--- src/core/tsis_regs.vh ---
`ifndef TSIS_REGS_VH
`define TSIS_REGS_VH
// Register byte offsets
`define TSIS_ROUTE_OFF 8'h00
`define TSIS_MODE_OFF 8'h04
`define TSIS_DIV_OFF 8'h08
`define TSIS_GRP_OFF 8'h0c
`define TSIS_TXD_OFF 8'h10
`define TSIS_STAT_OFF 8'h14
`define TSIS_RX1_OFF 8'h18
`define TSIS_RX2_OFF 8'h1c
`define TSIS_RX3_OFF 8'h20
// Reset values
`define TSIS_ROUTE_RST 16'h0000
`define TSIS_MODE_RST 24'h000000
`define TSIS_DIV_RST 16'h0013
`define TSIS_GRP_RST 2'h0
// Routing fields
`define TSIS_RT_MODE_LSB 0
`define TSIS_RT_CH2_BIT 3
`define TSIS_RT_CH3_BIT 4
`define TSIS_MUX_NONE 2'h0
`define TSIS_MUX_PCM 2'h1
`define TSIS_MUX_LINK_A 2'h2
`define TSIS_MUX_LINK_B 2'h3
// Channel mode fields, one byte per channel
`define TSIS_CM_WIDTH 8
`define TSIS_CM_EN 0
`define TSIS_CM_BSYNC 1
`define TSIS_CM_NTS 2
`define TSIS_CM_EXTCLK 3
// Link frame bit boundaries: two bearer slots, one signalling pair
`define TSIS_LINK_B1_END 8'd8
`define TSIS_LINK_B2_END 8'd16
`define TSIS_LINK_D_END 8'd18
`define TSIS_SLOT_BITS 8
`endif

--- src/core/tsis_top.v ---
`timescale 1ns/1ps
// Summary of operation
// - Transparent channel moves bits unchanged, no stuffing and no start/stop framing
// - Every bit is shifted on its own clock edge, never by oversampling
// - Bit clock comes from the internal baud generator or from the far end
// - Four routes exist: plain modem pins, PCM highway, two ISDN link ports
// - Each channel owns seven plain pins: data, clocks, rts, cts, cd
// - Multiplexed route carries one, two or three channels on one pin group
// - Multiplexed route uses channel one's pins, so channel one always joins
// - Channels two and three choose mux or own pins independently
// - Either all channels use own pins or channel one drives the mux
// - Link ports carry two 64 kbps bearer slots and a 16 kbps signalling slot
// - PCM highway uses 8-bit slots; slots may be grouped per channel
// - PCM uses one shift clock for both directions, only while sync active
// - Routing register resets to 0000, all channels on own pins
// - Value 0009 puts channels one and two on PCM, three on own pins
// - Channel is transparent when enable, byte-sync protocol and no-transmit-sync bits set
// - Idle transparent transmitter sends continuous ones
`include "tsis_regs.vh"
// ********************************
// Transmit data FIFO
// ********************************
module tsis_fifo #(
   parameter W = 10,
   parameter AW = 4
) (
   input wire pclk,
   input wire presetn,
   input wire in_valid,
   output wire in_ready,
   input wire [W-1:0] in_data,
   output wire out_valid,
   input wire out_ready,
   output wire [W-1:0] out_data,
   output wire [AW:0] level
);
   reg [W-1:0] mem_q [0:(1<<AW)-1];
   reg [AW:0] wp_q;
   reg [AW:0] rp_q;
   wire push;
   wire pop;
   // Pointers carry one extra bit so full and empty differ
   assign level = wp_q - rp_q;
   assign in_ready = (level != (1 << AW));
   assign out_valid = (wp_q != rp_q);
   assign out_data = mem_q[rp_q[AW-1:0]];
   assign push = in_valid & in_ready;
   assign pop = out_valid & out_ready;
   // Storage has no reset; contents are don't-care until written
   always @(posedge pclk) begin
      if (push) begin
         mem_q[wp_q[AW-1:0]] <= in_data;
      end
   end
   // Pointer update
   always @(posedge pclk or negedge presetn) begin
      if (!presetn) begin
         wp_q <= {(AW+1){1'b0}};
         rp_q <= {(AW+1){1'b0}};
      end else begin
         if (push) begin
            wp_q <= wp_q + 1'b1;
         end
         if (pop) begin
            rp_q <= rp_q + 1'b1;
         end
      end
   end
endmodule
// ********************************
// Serial channel router and transparent engines
// ********************************
module tsis_top #(
   parameter FIFO_AW = 4
) (
   input wire pclk,
   input wire presetn,
   input wire psel,
   input wire penable,
   input wire pwrite,
   input wire [7:0] paddr,
   input wire [31:0] pwdata,
   output wire [31:0] prdata,
   output wire pready,
   output wire pslverr,
   output wire [2:0] txd,
   input wire [2:0] tclk_i,
   output wire [2:0] tclk_o,
   output wire [2:0] tclk_oe_n,
   input wire [2:0] rxd,
   input wire [2:0] rclk,
   output wire [2:0] rts_n,
   input wire [2:0] cts_n,
   input wire [2:0] cd_n
);
   reg [15:0] route_q;
   reg [23:0] mode_q;
   reg [15:0] div_q;
   reg [1:0] grp_q;
   reg [31:0] prdata_q;
   reg pready_q;
   reg pslverr_q;
   reg [15:0] bcnt_q;
   reg bclk_q;
   reg [2:0] tclk_p_q;
   reg [2:0] rclk_p_q;
   reg [7:0] idx_q;
   reg [1:0] own_q;
   reg [2:0] tclk_o_q;
   reg [2:0] tclk_oe_n_q;
   reg [31:0] rd_d;
   reg err_d;
   wire [2:0] bit_w;
   wire [2:0] busy_w;
   wire [2:0] rxf_w;
   wire [23:0] rxb_w;
   wire [2:0] take;
   wire [2:0] rd_clr;
   wire [2:0] run;
   wire [2:0] on_mux;
   wire [2:0] rise_r;
   wire [2:0] fall_t;
   wire [2:0] tx_tick;
   wire [2:0] rx_tick;
   wire [FIFO_AW:0] f_level;
   wire f_in_ready;
   wire f_valid;
   wire [9:0] f_data;
   wire layer_one_shift_clock;
   wire mux_sync;
   wire [1:0] owner;
   wire mux_on;
   wire btick;
   wire done;
   wire push;
   // PCM groups consecutive 8-bit slots; links use fixed B1/B2/D bits
   function [1:0] slot_owner;
      input [1:0] m;
      input [7:0] i;
      input [1:0] g;
      reg [5:0] s;
      reg [5:0] n;
      begin
         s = {1'b0, i[7:3]};
         n = {4'h0, g} + 6'h01;
         if (m == `TSIS_MUX_PCM) begin
            if (s < n)
               slot_owner = 2'h0;
            else if (s < n + n)
               slot_owner = 2'h1;
            else if (s < n + n + n)
               slot_owner = 2'h2;
            else
               slot_owner = 2'h3;
         end else begin
            if (i < `TSIS_LINK_B1_END)
               slot_owner = 2'h0;
            else if (i < `TSIS_LINK_B2_END)
               slot_owner = 2'h1;
            else if (i < `TSIS_LINK_D_END)
               slot_owner = 2'h2;
            else
               slot_owner = 2'h3;
         end
      end
   endfunction
   // Channel one joins any mux route; two and three opt in
   assign mux_on = route_q[`TSIS_RT_MODE_LSB+1:`TSIS_RT_MODE_LSB] != `TSIS_MUX_NONE;
   assign on_mux[0] = mux_on;
   assign on_mux[1] = mux_on & route_q[`TSIS_RT_CH2_BIT];
   assign on_mux[2] = mux_on & route_q[`TSIS_RT_CH3_BIT];
   // Mux route borrows channel one's receive clock and cd pins
   assign layer_one_shift_clock = rise_r[0];
   assign mux_sync = ~cd_n[0];
   assign owner = slot_owner(route_q[1:0], idx_q, grp_q);
   assign rise_r = rclk & ~rclk_p_q;
   assign fall_t = ~tclk_i & tclk_p_q;
   // At or above: a smaller divisor written mid-count must not wait for wrap-around
   assign btick = (bcnt_q >= div_q);
   // Baud generator toggles a shared bit clock; edges act as enables
   always @(posedge pclk or negedge presetn) begin
      if (!presetn) begin
         bcnt_q <= 16'h0000;
         bclk_q <= 1'b0;
         tclk_p_q <= 3'h0;
         rclk_p_q <= 3'h0;
         idx_q <= 8'h00;
         own_q <= 2'h3;
         tclk_o_q <= 3'h0;
         tclk_oe_n_q <= 3'h7;
      end else begin
         tclk_p_q <= tclk_i;
         rclk_p_q <= rclk;
         if (btick) begin
            bcnt_q <= 16'h0000;
            bclk_q <= ~bclk_q;
         end else begin
            bcnt_q <= bcnt_q + 16'h0001;
         end
         tclk_o_q <= {3{bclk_q}};
         tclk_oe_n_q <= ~(run & ~on_mux & ~{mode_q[19], mode_q[11], mode_q[3]});
         // Bit count restarts whenever sync is released
         if (!mux_sync) begin
            idx_q <= 8'h00;
         end else if (layer_one_shift_clock) begin
            own_q <= owner;
            if (idx_q != 8'hff) begin
               idx_q <= idx_q + 8'h01;
            end
         end
      end
   end

   // ********************************
   // Per-channel transparent engines
   // ********************************
   genvar c;
   generate
      for (c = 0; c < 3; c = c + 1) begin : g_ch
         reg [7:0] sh_q;
         reg [2:0] cnt_q;
         reg bit_q;
         reg busy_q;
         reg [7:0] rxs_q;
         reg [2:0] rxc_q;
         reg [7:0] rxb_q;
         reg rxf_q;
         reg txd_q;
         reg rts_n_q;
         wire ext;
         wire nm_tx;
         wire nm_rx;
         wire mx;
         wire cts_ok;
         // Enable plus byte-sync protocol plus no-transmit-sync selects transparent
         assign run[c] = mode_q[c*8+`TSIS_CM_EN] & mode_q[c*8+`TSIS_CM_BSYNC]
                         & mode_q[c*8+`TSIS_CM_NTS];
         assign ext = mode_q[c*8+`TSIS_CM_EXTCLK];
         // Far-end clock edges or internal baud edges, never oversampled
         assign nm_tx = ext ? fall_t[c] : (btick & bclk_q);
         assign nm_rx = ext ? rise_r[c] : (btick & ~bclk_q);
         // One shift clock for both directions inside the owned slot
         assign mx = layer_one_shift_clock & mux_sync & (owner == c);
         assign tx_tick[c] = run[c] & (on_mux[c] ? mx : nm_tx);
         assign rx_tick[c] = run[c] & (on_mux[c] ? mx : (nm_rx & ~cd_n[c]));
         assign cts_ok = on_mux[c] | ~cts_n[c];
         assign take[c] = tx_tick[c] & (cnt_q == 3'h0) & f_valid
                          & (f_data[9:8] == c) & cts_ok;
         assign bit_w[c] = bit_q;
         assign busy_w[c] = busy_q;
         assign rxf_w[c] = rxf_q;
         assign rxb_w[c*8+7:c*8] = rxb_q;
         // Transmit shifter, msb first, bits passed untouched
         always @(posedge pclk or negedge presetn) begin
            if (!presetn) begin
               sh_q <= 8'h00;
               cnt_q <= 3'h0;
               bit_q <= 1'b1;
               busy_q <= 1'b0;
            end else if (!run[c]) begin
               cnt_q <= 3'h0;
               bit_q <= 1'b1;
               busy_q <= 1'b0;
            end else if (tx_tick[c]) begin
               if (cnt_q != 3'h0) begin
                  bit_q <= sh_q[7];
                  sh_q <= {sh_q[6:0], 1'b0};
                  cnt_q <= cnt_q - 3'h1;
               end else if (take[c]) begin
                  bit_q <= f_data[7];
                  sh_q <= {f_data[6:0], 1'b0};
                  cnt_q <= 3'h7;
                  busy_q <= 1'b1;
               end else begin
                  bit_q <= 1'b1;
                  busy_q <= 1'b0;
               end
            end
         end
         // Receive shifter; a new byte beats a read clear
         always @(posedge pclk or negedge presetn) begin
            if (!presetn) begin
               rxs_q <= 8'h00;
               rxc_q <= 3'h0;
               rxb_q <= 8'h00;
               rxf_q <= 1'b0;
            end else begin
               if (!run[c]) begin
                  rxc_q <= 3'h0;
               end else if (rx_tick[c]) begin
                  rxs_q <= {rxs_q[6:0], (on_mux[c] ? rxd[0] : rxd[c])};
                  rxc_q <= rxc_q + 3'h1;
               end
               if (rx_tick[c] && run[c] && rxc_q == 3'h7) begin
                  rxb_q <= {rxs_q[6:0], (on_mux[c] ? rxd[0] : rxd[c])};
                  rxf_q <= 1'b1;
               end else if (rd_clr[c]) begin
                  rxf_q <= 1'b0;
               end
            end
         end
         // Pins: channel one carries the mux stream, other muxed channels idle high
         always @(posedge pclk or negedge presetn) begin
            if (!presetn) begin
               txd_q <= 1'b1;
               rts_n_q <= 1'b1;
            end else begin
               if (c == 0 && on_mux[0]) begin
                  txd_q <= (own_q == 2'h3) ? 1'b1 :
                           (on_mux[own_q] ? bit_w[own_q] : 1'b1);
               end else if (on_mux[c]) begin
                  txd_q <= 1'b1;
               end else begin
                  txd_q <= bit_q;
               end
               rts_n_q <= ~(busy_q & ~on_mux[c]);
            end
         end
         assign txd[c] = txd_q;
         assign rts_n[c] = rts_n_q;
      end
   endgenerate
   // Transmit bytes queue here, tagged with their channel
   tsis_fifo #(
      .W(10),
      .AW(FIFO_AW)
   ) u_fifo (
      .pclk(pclk),
      .presetn(presetn),
      .in_valid(push),
      .in_ready(f_in_ready),
      .in_data(pwdata[9:0]),
      .out_valid(f_valid),
      .out_ready(|take),
      .out_data(f_data),
      .level(f_level)
   );
   // One wait state so read data and errors come from flops
   assign done = psel & penable & pready_q;
   assign push = done & pwrite & (paddr == `TSIS_TXD_OFF) & ~pslverr_q;
   assign rd_clr[0] = done & ~pwrite & (paddr == `TSIS_RX1_OFF);
   assign rd_clr[1] = done & ~pwrite & (paddr == `TSIS_RX2_OFF);
   assign rd_clr[2] = done & ~pwrite & (paddr == `TSIS_RX3_OFF);
   // Read mux and error decode; full FIFO refuses the write
   always @* begin
      rd_d = 32'h00000000;
      err_d = 1'b0;
      case (paddr)
         `TSIS_ROUTE_OFF: rd_d = {16'h0000, route_q};
         `TSIS_MODE_OFF: rd_d = {8'h00, mode_q};
         `TSIS_DIV_OFF: rd_d = {16'h0000, div_q};
         `TSIS_GRP_OFF: rd_d = {30'h00000000, grp_q};
         `TSIS_TXD_OFF: err_d = pwrite & ~f_in_ready;
         `TSIS_STAT_OFF: rd_d = {9'h000, on_mux, 1'b0, busy_w, 1'b0, run, 1'b0, rxf_w,
                                 2'h0, ~f_in_ready, f_level};
         `TSIS_RX1_OFF: rd_d = {24'h000000, rxb_w[7:0]};
         `TSIS_RX2_OFF: rd_d = {24'h000000, rxb_w[15:8]};
         `TSIS_RX3_OFF: rd_d = {24'h000000, rxb_w[23:16]};
         default: err_d = 1'b1;
      endcase
   end
   // Register writes land at the completing edge only
   always @(posedge pclk or negedge presetn) begin
      if (!presetn) begin
         route_q <= `TSIS_ROUTE_RST;
         mode_q <= `TSIS_MODE_RST;
         div_q <= `TSIS_DIV_RST;
         grp_q <= `TSIS_GRP_RST;
         pready_q <= 1'b0;
         pslverr_q <= 1'b0;
         prdata_q <= 32'h00000000;
      end else begin
         pready_q <= psel & penable & ~pready_q;
         if (psel && penable && !pready_q) begin
            prdata_q <= pwrite ? 32'h00000000 : rd_d;
            pslverr_q <= err_d;
         end else if (!psel) begin
            pslverr_q <= 1'b0;
         end
         if (done && pwrite && !pslverr_q) begin
            case (paddr)
               `TSIS_ROUTE_OFF: route_q <= pwdata[15:0];
               `TSIS_MODE_OFF: mode_q <= pwdata[23:0];
               `TSIS_DIV_OFF: div_q <= pwdata[15:0];
               `TSIS_GRP_OFF: grp_q <= pwdata[1:0];
               default: route_q <= route_q;
            endcase
         end
      end
   end
   assign prdata = prdata_q;
   assign pready = pready_q;
   assign pslverr = pslverr_q;
   assign tclk_o = tclk_o_q;
   assign tclk_oe_n = tclk_oe_n_q;
endmodule

--- config.mk ---
export PLATFORM = sky130hd
export DESIGN_NAME = tsis_top
export DESIGN_NICKNAME = d
export VERILOG_FILES = /design/src/core/tsis_top.v
export VERILOG_INCLUDE_DIRS = /design/src /design/src/core
export SDC_FILE = /design/constraint.sdc
export NUM_CORES = 1
export LEC_CHECK = 0
export ABC_AREA = 1
export ABC_CLOCK_PERIOD_IN_PS = 8540
export BUFFER_PORTS_ARGS = -buffer_cell sky130_fd_sc_hd__buf_2
export CORE_MARGIN = 8
export CORE_UTILIZATION = 60
export CTS_BUF_LIST = sky130_fd_sc_hd__clkbuf_4
export DETAILED_ROUTE_END_ITERATION = 12
export PLACE_DENSITY = 0.79
export SLEW_MARGIN = 20
export SYNTH_ARGS = -nofsm -noshare
export SYNTH_HDL_FRONTEND = slang
export SYNTH_SLANG_ARGS = --single-unit
export TNS_END_PERCENT = 30
--- constraint.sdc ---
create_clock -name pclk -period 8.54 [get_ports pclk]
set_input_delay 0 -clock pclk [delete_from_list [all_inputs] [get_ports pclk]]
set_output_delay 0 -clock pclk [all_outputs]
set_load 0.01 [all_outputs]
After elaboration in Yosys (flattened, before gate mapping):

Memories as Yosys holds them, arrays and structs flattened.
Cells that the tools add are included.

* add/sub/neg operators: 14
* $lt $le $gt $ge: 8
* equal/unequal tests: 33
* multiplexer cells: 95
* bitwise operators: 80
* reduce and logical (&&, ||, !) cells: 50

Operators with widths (number)
* case mux 24 bit (8 select lines): 1
* two-way mux 8 bit: 9
* two-way mux 1 bit: 57
* two-way mux 3 bit: 18
* bitwise AND 1 bit: 51
* == test 8 x 5 -> 1 bit, second input constant: 4
* two-way mux 32 bit: 1
* AND reduction 2 bit: 15
* nonzero test 2 bit: 9
* NOT 1 bit: 17
* adder 16 x 1 -> 16 bit, second input constant: 1
* == test 8 x 4 -> 1 bit, second input constant: 2
* >= comparator 16 bit: 1
* < comparator 8 x 5 -> 1 bit, second input constant: 2
* two-way mux 16 bit: 1
* NOT 3 bit: 5
* != test 2 x 1 -> 1 bit, second input constant: 7
* bitwise AND 3 bit: 4
* adder 5 x 1 -> 5 bit, second input constant: 2
* logical AND 1 bit: 10
* two-way mux 2 bit: 5
* adder 3 x 1 -> 3 bit, second input constant: 3
* == test 3 bit, second input constant: 3
* zero test 3 bit: 3
* 30 further kinds: 49

* flip-flop bits (word level): 241
* bits in writable memories: 160
* input port bits: 60
* output and inout bits: 46
* word-level logic and storage cells: 328
* memories kept: 1

Memories
* u_fifo.mem_q: depth 16, bits a word 10, rd ports 1, clocked after Yosys merged registers in 0, write ports 1, RTL line tsis_top.v:37 `reg [W-1:0] mem_q [0:(1<<AW)-1];`

Depth between registers and ports, before layout:

* depth in word-level cells: 20
* gate-level depth with buffers: 20
* gate-level depth less buffers: 20

By module:

Synthesis repeated with hierarchy kept, for this count alone.

* cells, all modules: 1884
* area, all modules: 18247.5 um^2

Modules (own cells, without submodules)
* tsis_top: times used 1, cells an instance 1275, area an instance 11096.9 um^2, sequential area each 5526.6 um^2
* tsis_fifo: times used 1, cells an instance 609, area an instance 7150.6 um^2, sequential area each 5054.8 um^2

Worst setup path before layout:

No wires, ideal clock.

* path type: flip-flop to flip-flop
* from: register u_fifo.rp_q[1]
* to: memory u_fifo.mem_q[15][0] (enable)
* data arrival time: 2.551 ns
* setup slack: 5.610 ns
* stages on the path, launching flop included: 13
* buffers on the path: 2
* period minus slack after synthesis: 2.930 ns
* cell sequence: dfrtp_1 inv_2 buf_6 clkbuf_1 fa_1 nand3_1 nand2_1 xor2_1 nand2_1 nand3_1 nor2_2 nand2_1 nor2_1

* cells in the longest elaborated chain, start to end: 5

RTL lines
* from (decl): RTL line tsis_top.v:39 `reg [AW:0] rp_q;`
* from (signal assigned): RTL line tsis_top.v:59 `rp_q <= {(AW+1){1'b0}};`
* from (signal assigned): RTL line tsis_top.v:65 `rp_q <= rp_q + 1'b1;`
* subtractor 5 bit: RTL line tsis_top.v:43 `assign level = wp_q - rp_q;`
* != test 5 bit: RTL line tsis_top.v:44 `assign in_ready = (level != (1 << AW));`
* bitwise AND 1 bit: RTL line tsis_top.v:47 `assign push = in_valid & in_ready;`
* two-way mux 1 bit: RTL line tsis_top.v:51 `if (push) begin`
* two-way mux 1 bit (not written as such): RTL line tsis_top.v:52 `mem_q[wp_q[AW-1:0]] <= in_data;`
* to (decl): RTL line tsis_top.v:37

No other way between the ends.

Worst setup path after layout:

* from: register u_fifo.rp_q[1]
* to: memory u_fifo.mem_q[5][0] (enable)

Same word-level chain as after synthesis.

==> flow_metrics.py <==
metrics = {
    "clocking": {
        "cts_buffer_depth": 3,
        "htree_levels": 3,
        "cts.sinks": 390,
        "clock_latency_ns": 0.78,
        "postCtsSetupBuffers": 0,
        "path_clk_slew_ns": 0.07,
        "post_cts_resized": 0,
        "cts_tree": "yes",
        "cts-buffers-inserted": 98,
        "cts_root_buf": "clkbuf_4",
    },
    "global_routing": {
        "busiest_layer": "met2",
        "use_met3_pct": 5.32,
        "gr-total-overflow": 0,
        "grt_pass1_wl_mm": 74.2,
        "grt_util_met1_pct": 33.6,
        "grtUsageMet2_pct": 42.2,
        "grt_use_total_pct": 26.0,
        "antenna_found_initial": 2,
        "grt_max_degree": 84,
        "first_global_vias": 14400,
    },
    "synthesis": {
        "muxShareOfSynthArea_pct": 0.963,
        "syn-cell-area_sq_um": 18100,
        "synth_top_area_share_pct": 29.5,
        "ys_warn_count": 0,
        "synthAdderAreaFrac_pct": 3.64,
        "synth-simple-area-share_pct": 18.7,
        "synth_ff_type": "dfrtp_1",
        "synth_compound_area_share_pct": 11.7,
        "synth-edff-count": 160,
        "synth-seq-cells": 390,
        "yosysMostFrequentCell": "nand2_1",
        "avgSynthCellArea_sq_um": 9.79,
        "seq_area_frac_synth_pct": 58.6,
        "yosysTopAreaCell": "dfrtp_1",
        "synthCells": 1845,
        "synthDistinctLibCells": 60,
        "synth-async-reset-ratio_pct": 59.0,
        "ys_top_cells_by_count": "nand2_1, dfrtp_1, o21ai_0",
        "synth_top_family_by_area": "simple AND/OR/NAND/NOR gates",
        "synth_top_cells_by_area": "dfrtp_1, edfxtp_1, nand2_1",
        "synthXorXnorAreaFrac_pct": 0.631,
    },
    "routing": {
        "wl_per_cell_um": 18.6,
        "first_pass_iters": 6,
        "drt_iter0_drc": 1545,
        "drc_errors": 0,
        "vias_per_cell": 5.83,
        "wirelength_mm": 46.9,
        "drtAntennaViolNets": 0,
        "via_count": 14700,
    },
    "sta": {
        "final_max_slew_viol_count": 0,
        "period_share_pct": 46.9,
        "tightest_slew_ns": 1.04,
        "hold_viol_final": 0,
        "rsz0062_at_grt": "false",
        "relSlewSlack_pct": 30.6,
        "setup_violations": 0,
        "period_needed_ns": 4.00,
        "clock-skew-final_ns": 0.0663,
        "finalSetupTns_ns": 0,
        "fmax_ghz": 0.250,
    },
    "die": {
        "num_rows": 63,
        "fp.dieH_um": 189,
        "core_sq_um": 29600,
        "die_area_sq_um": 35900,
        "initial_core_util_pct": 60.9,
        "die_w_um": 189,
        "num_io_pins": 106,
    },
    "worst_setup_path": {
        "end_kind": "flop",
        "r2r_cells": 12,
        "critPathArrivalTime_ns": 4.37,
        "cp.required_ns": 8.91,
        "crit_type": "reg2reg",
        "worstSetupStartpointType": "flop",
        "worstPathMaxFanout": 44,
        "rrSetupSlack_ns": 4.54,
    },
    "power_and_ir_drop": {
        "power_density_nw_per_um2": 222,
        "p_leak_uw": 0.00929,
        "p_seq_share_pct": 44.7,
        "swShare_pct": 30.6,
        "p_clk_share_pct": 37.1,
        "power.internal_uw": 3200,
        "p_sw_uw": 1410,
        "ir_drop_mv": 0.140,
        "pwr-share-comb_pct": 18.2,
    },
    "job": {
        "maxCapViolations": 0,
    },
    "layout": {
        "final_nets": 2159,
        "area_growth_pct": 15.4,
        "drive_gt1_share_pct": 17.2,
        "design_area_sq_um": 20800,
    },
    "place": {
        "placed_area_sq_um": 18700,
        "gp_congestion": 0.862,
        "portBuffers": 89,
        "hpwl_mm": 30.0,
    },
    "worst_hold_path": {
        "hp-class": "in2reg",
        "whs_path_depth": 4,
    },
    "status": {
        "outcome": "completed",
    },
}
## sequential cells by signal (all words and copies together), names as in the netlist, 3 cells and up
| name | cells |
|---|---|
| g_ch.txd_q | 3 |
| g_ch.sh_q | 21 |
| g_ch.cnt_q | 9 |
| prdata | 24 |
| u_fifo.mem_q | 160 |
| bcnt_q | 16 |
| mode_q | 24 |
| div_q | 16 |
| g_ch.rts_n_q | 3 |
| g_ch.rxb_q | 24 |
| tclk_p_q | 3 |
| g_ch.bit_q | 3 |
| route_q | 16 |
| g_ch.rxs_q | 21 |
| u_fifo.rp_q | 5 |
| tclk_oe_n | 3 |
| u_fifo.wp_q | 5 |
| g_ch.rxf_q | 3 |
| idx_q | 8 |
| g_ch.busy_q | 3 |
| rclk_p_q | 3 |
| g_ch.rxc_q | 9 |
## cells in the final DEF (no fill, tap or decap), types with 14 or more instances in the layout
cell / instances
nand2_1: 446
dfrtp_1: 212
o21ai_0: 201
edfxtp_1: 160
clkbuf_4: 157
inv_1: 156
nor2_1: 156
buf_2: 88
dlygate4sd3_1: 71
nand3_1: 66
ha_1: 51
a21oi_1: 38
nand4_1: 29
o22ai_1: 26
clkinv_1: 20
nor3_1: 19
dfstp_2: 17
o21ai_1: 16
o21ai_2: 14
mux2i_1: 14
## area by class of cell
class                   instances  area (sq um)
diodes                          4          10.0
clock buffers                 157          1180
clock inverters                25           220
fillers                      2120          8810
inverters                     170           641
multi-input cells            1218          6460
flip-flops and latches        390         10600
well taps                     390           488
repair buffers                169          1250
## power by group through the flow
stage,clock (uW),combinational [uW],sequential [uW]
floorplan,0,567,2080
global placement,0,770,2100
detailed placement,0,798,2100
CTS,1730,830,2060
global route,1830,936,2070
finish,1710,841,2060
## per-layer routing
layer / vias to the layer above / wire (um)
li1: 6702 / -
met1: 7030 / 18100
met2: 820 / 22600
met3: 161 / 4540
met4: 0 / 1700
met5: - / 0
## per-stage QoR
step	instances	setup WS (ns)	utilization, %	power [uW]	hold slack [ns]
2_1_floorplan	1852	5.61	-	2650	-0.296
3_3_place_gp	2265	4.68	63.0	2870	0.0634
3_5_place_dp	2265	4.58	63.0	2890	0.0737
4_1_cts	2519	4.58	70.2	4620	0.00243
5_1_grt	2521	4.30	70.3	4840	0.0494
6_report	2523	4.54	70.3	4620	0.0633
## critical path: stages (launching register included)
cell and delay (ns):
dfrtp_1 0.32, buf_4 0.40, inv_2 0.44, ha_1 0.46
nand3_1 0.09, nand2_1 0.10, xor2_1 0.25, nor3_1 0.07
nand2_1 0.11, nand3_1 0.22, inv_1 0.23, nand2_1 0.16
nor2_1 0.75
## what timing repair did
item | in CTS | in global routing
endpoints found under the hold margin | 401 | 0
hold buffers | 72 | 0
setup endpoints to repair | 0 | 0
## cell families after synthesis
| kind of cell | Yosys count |
|---|---|
| compound gates | 355 |
| xor+xnor | 13 |
| fa+ha+maj | 52 |
| buf+inv | 244 |
| flops | 390 |
| mux | 17 |
| other cells | 1 |
| simple gates | 773 |
## worst paths after layout
| path | to | start |
|---|---|---|
| max reg2reg | u_fifo.mem_q[5][0] | u_fifo.rp_q[1] |
| min reg2reg | g_ch[1].rxs_q[6] | g_ch[1].rxs_q[6] |
| min in group asynchronous | div_q[0] | presetn |
| max in group asynchronous | g_ch[2].rxb_q[0] | presetn |
| max | u_fifo.mem_q[5][0] | u_fifo.rp_q[1] |
| min | mode_q[16] | pwdata[16] |
Note: power is estimated with default switching activity, not from simulation.
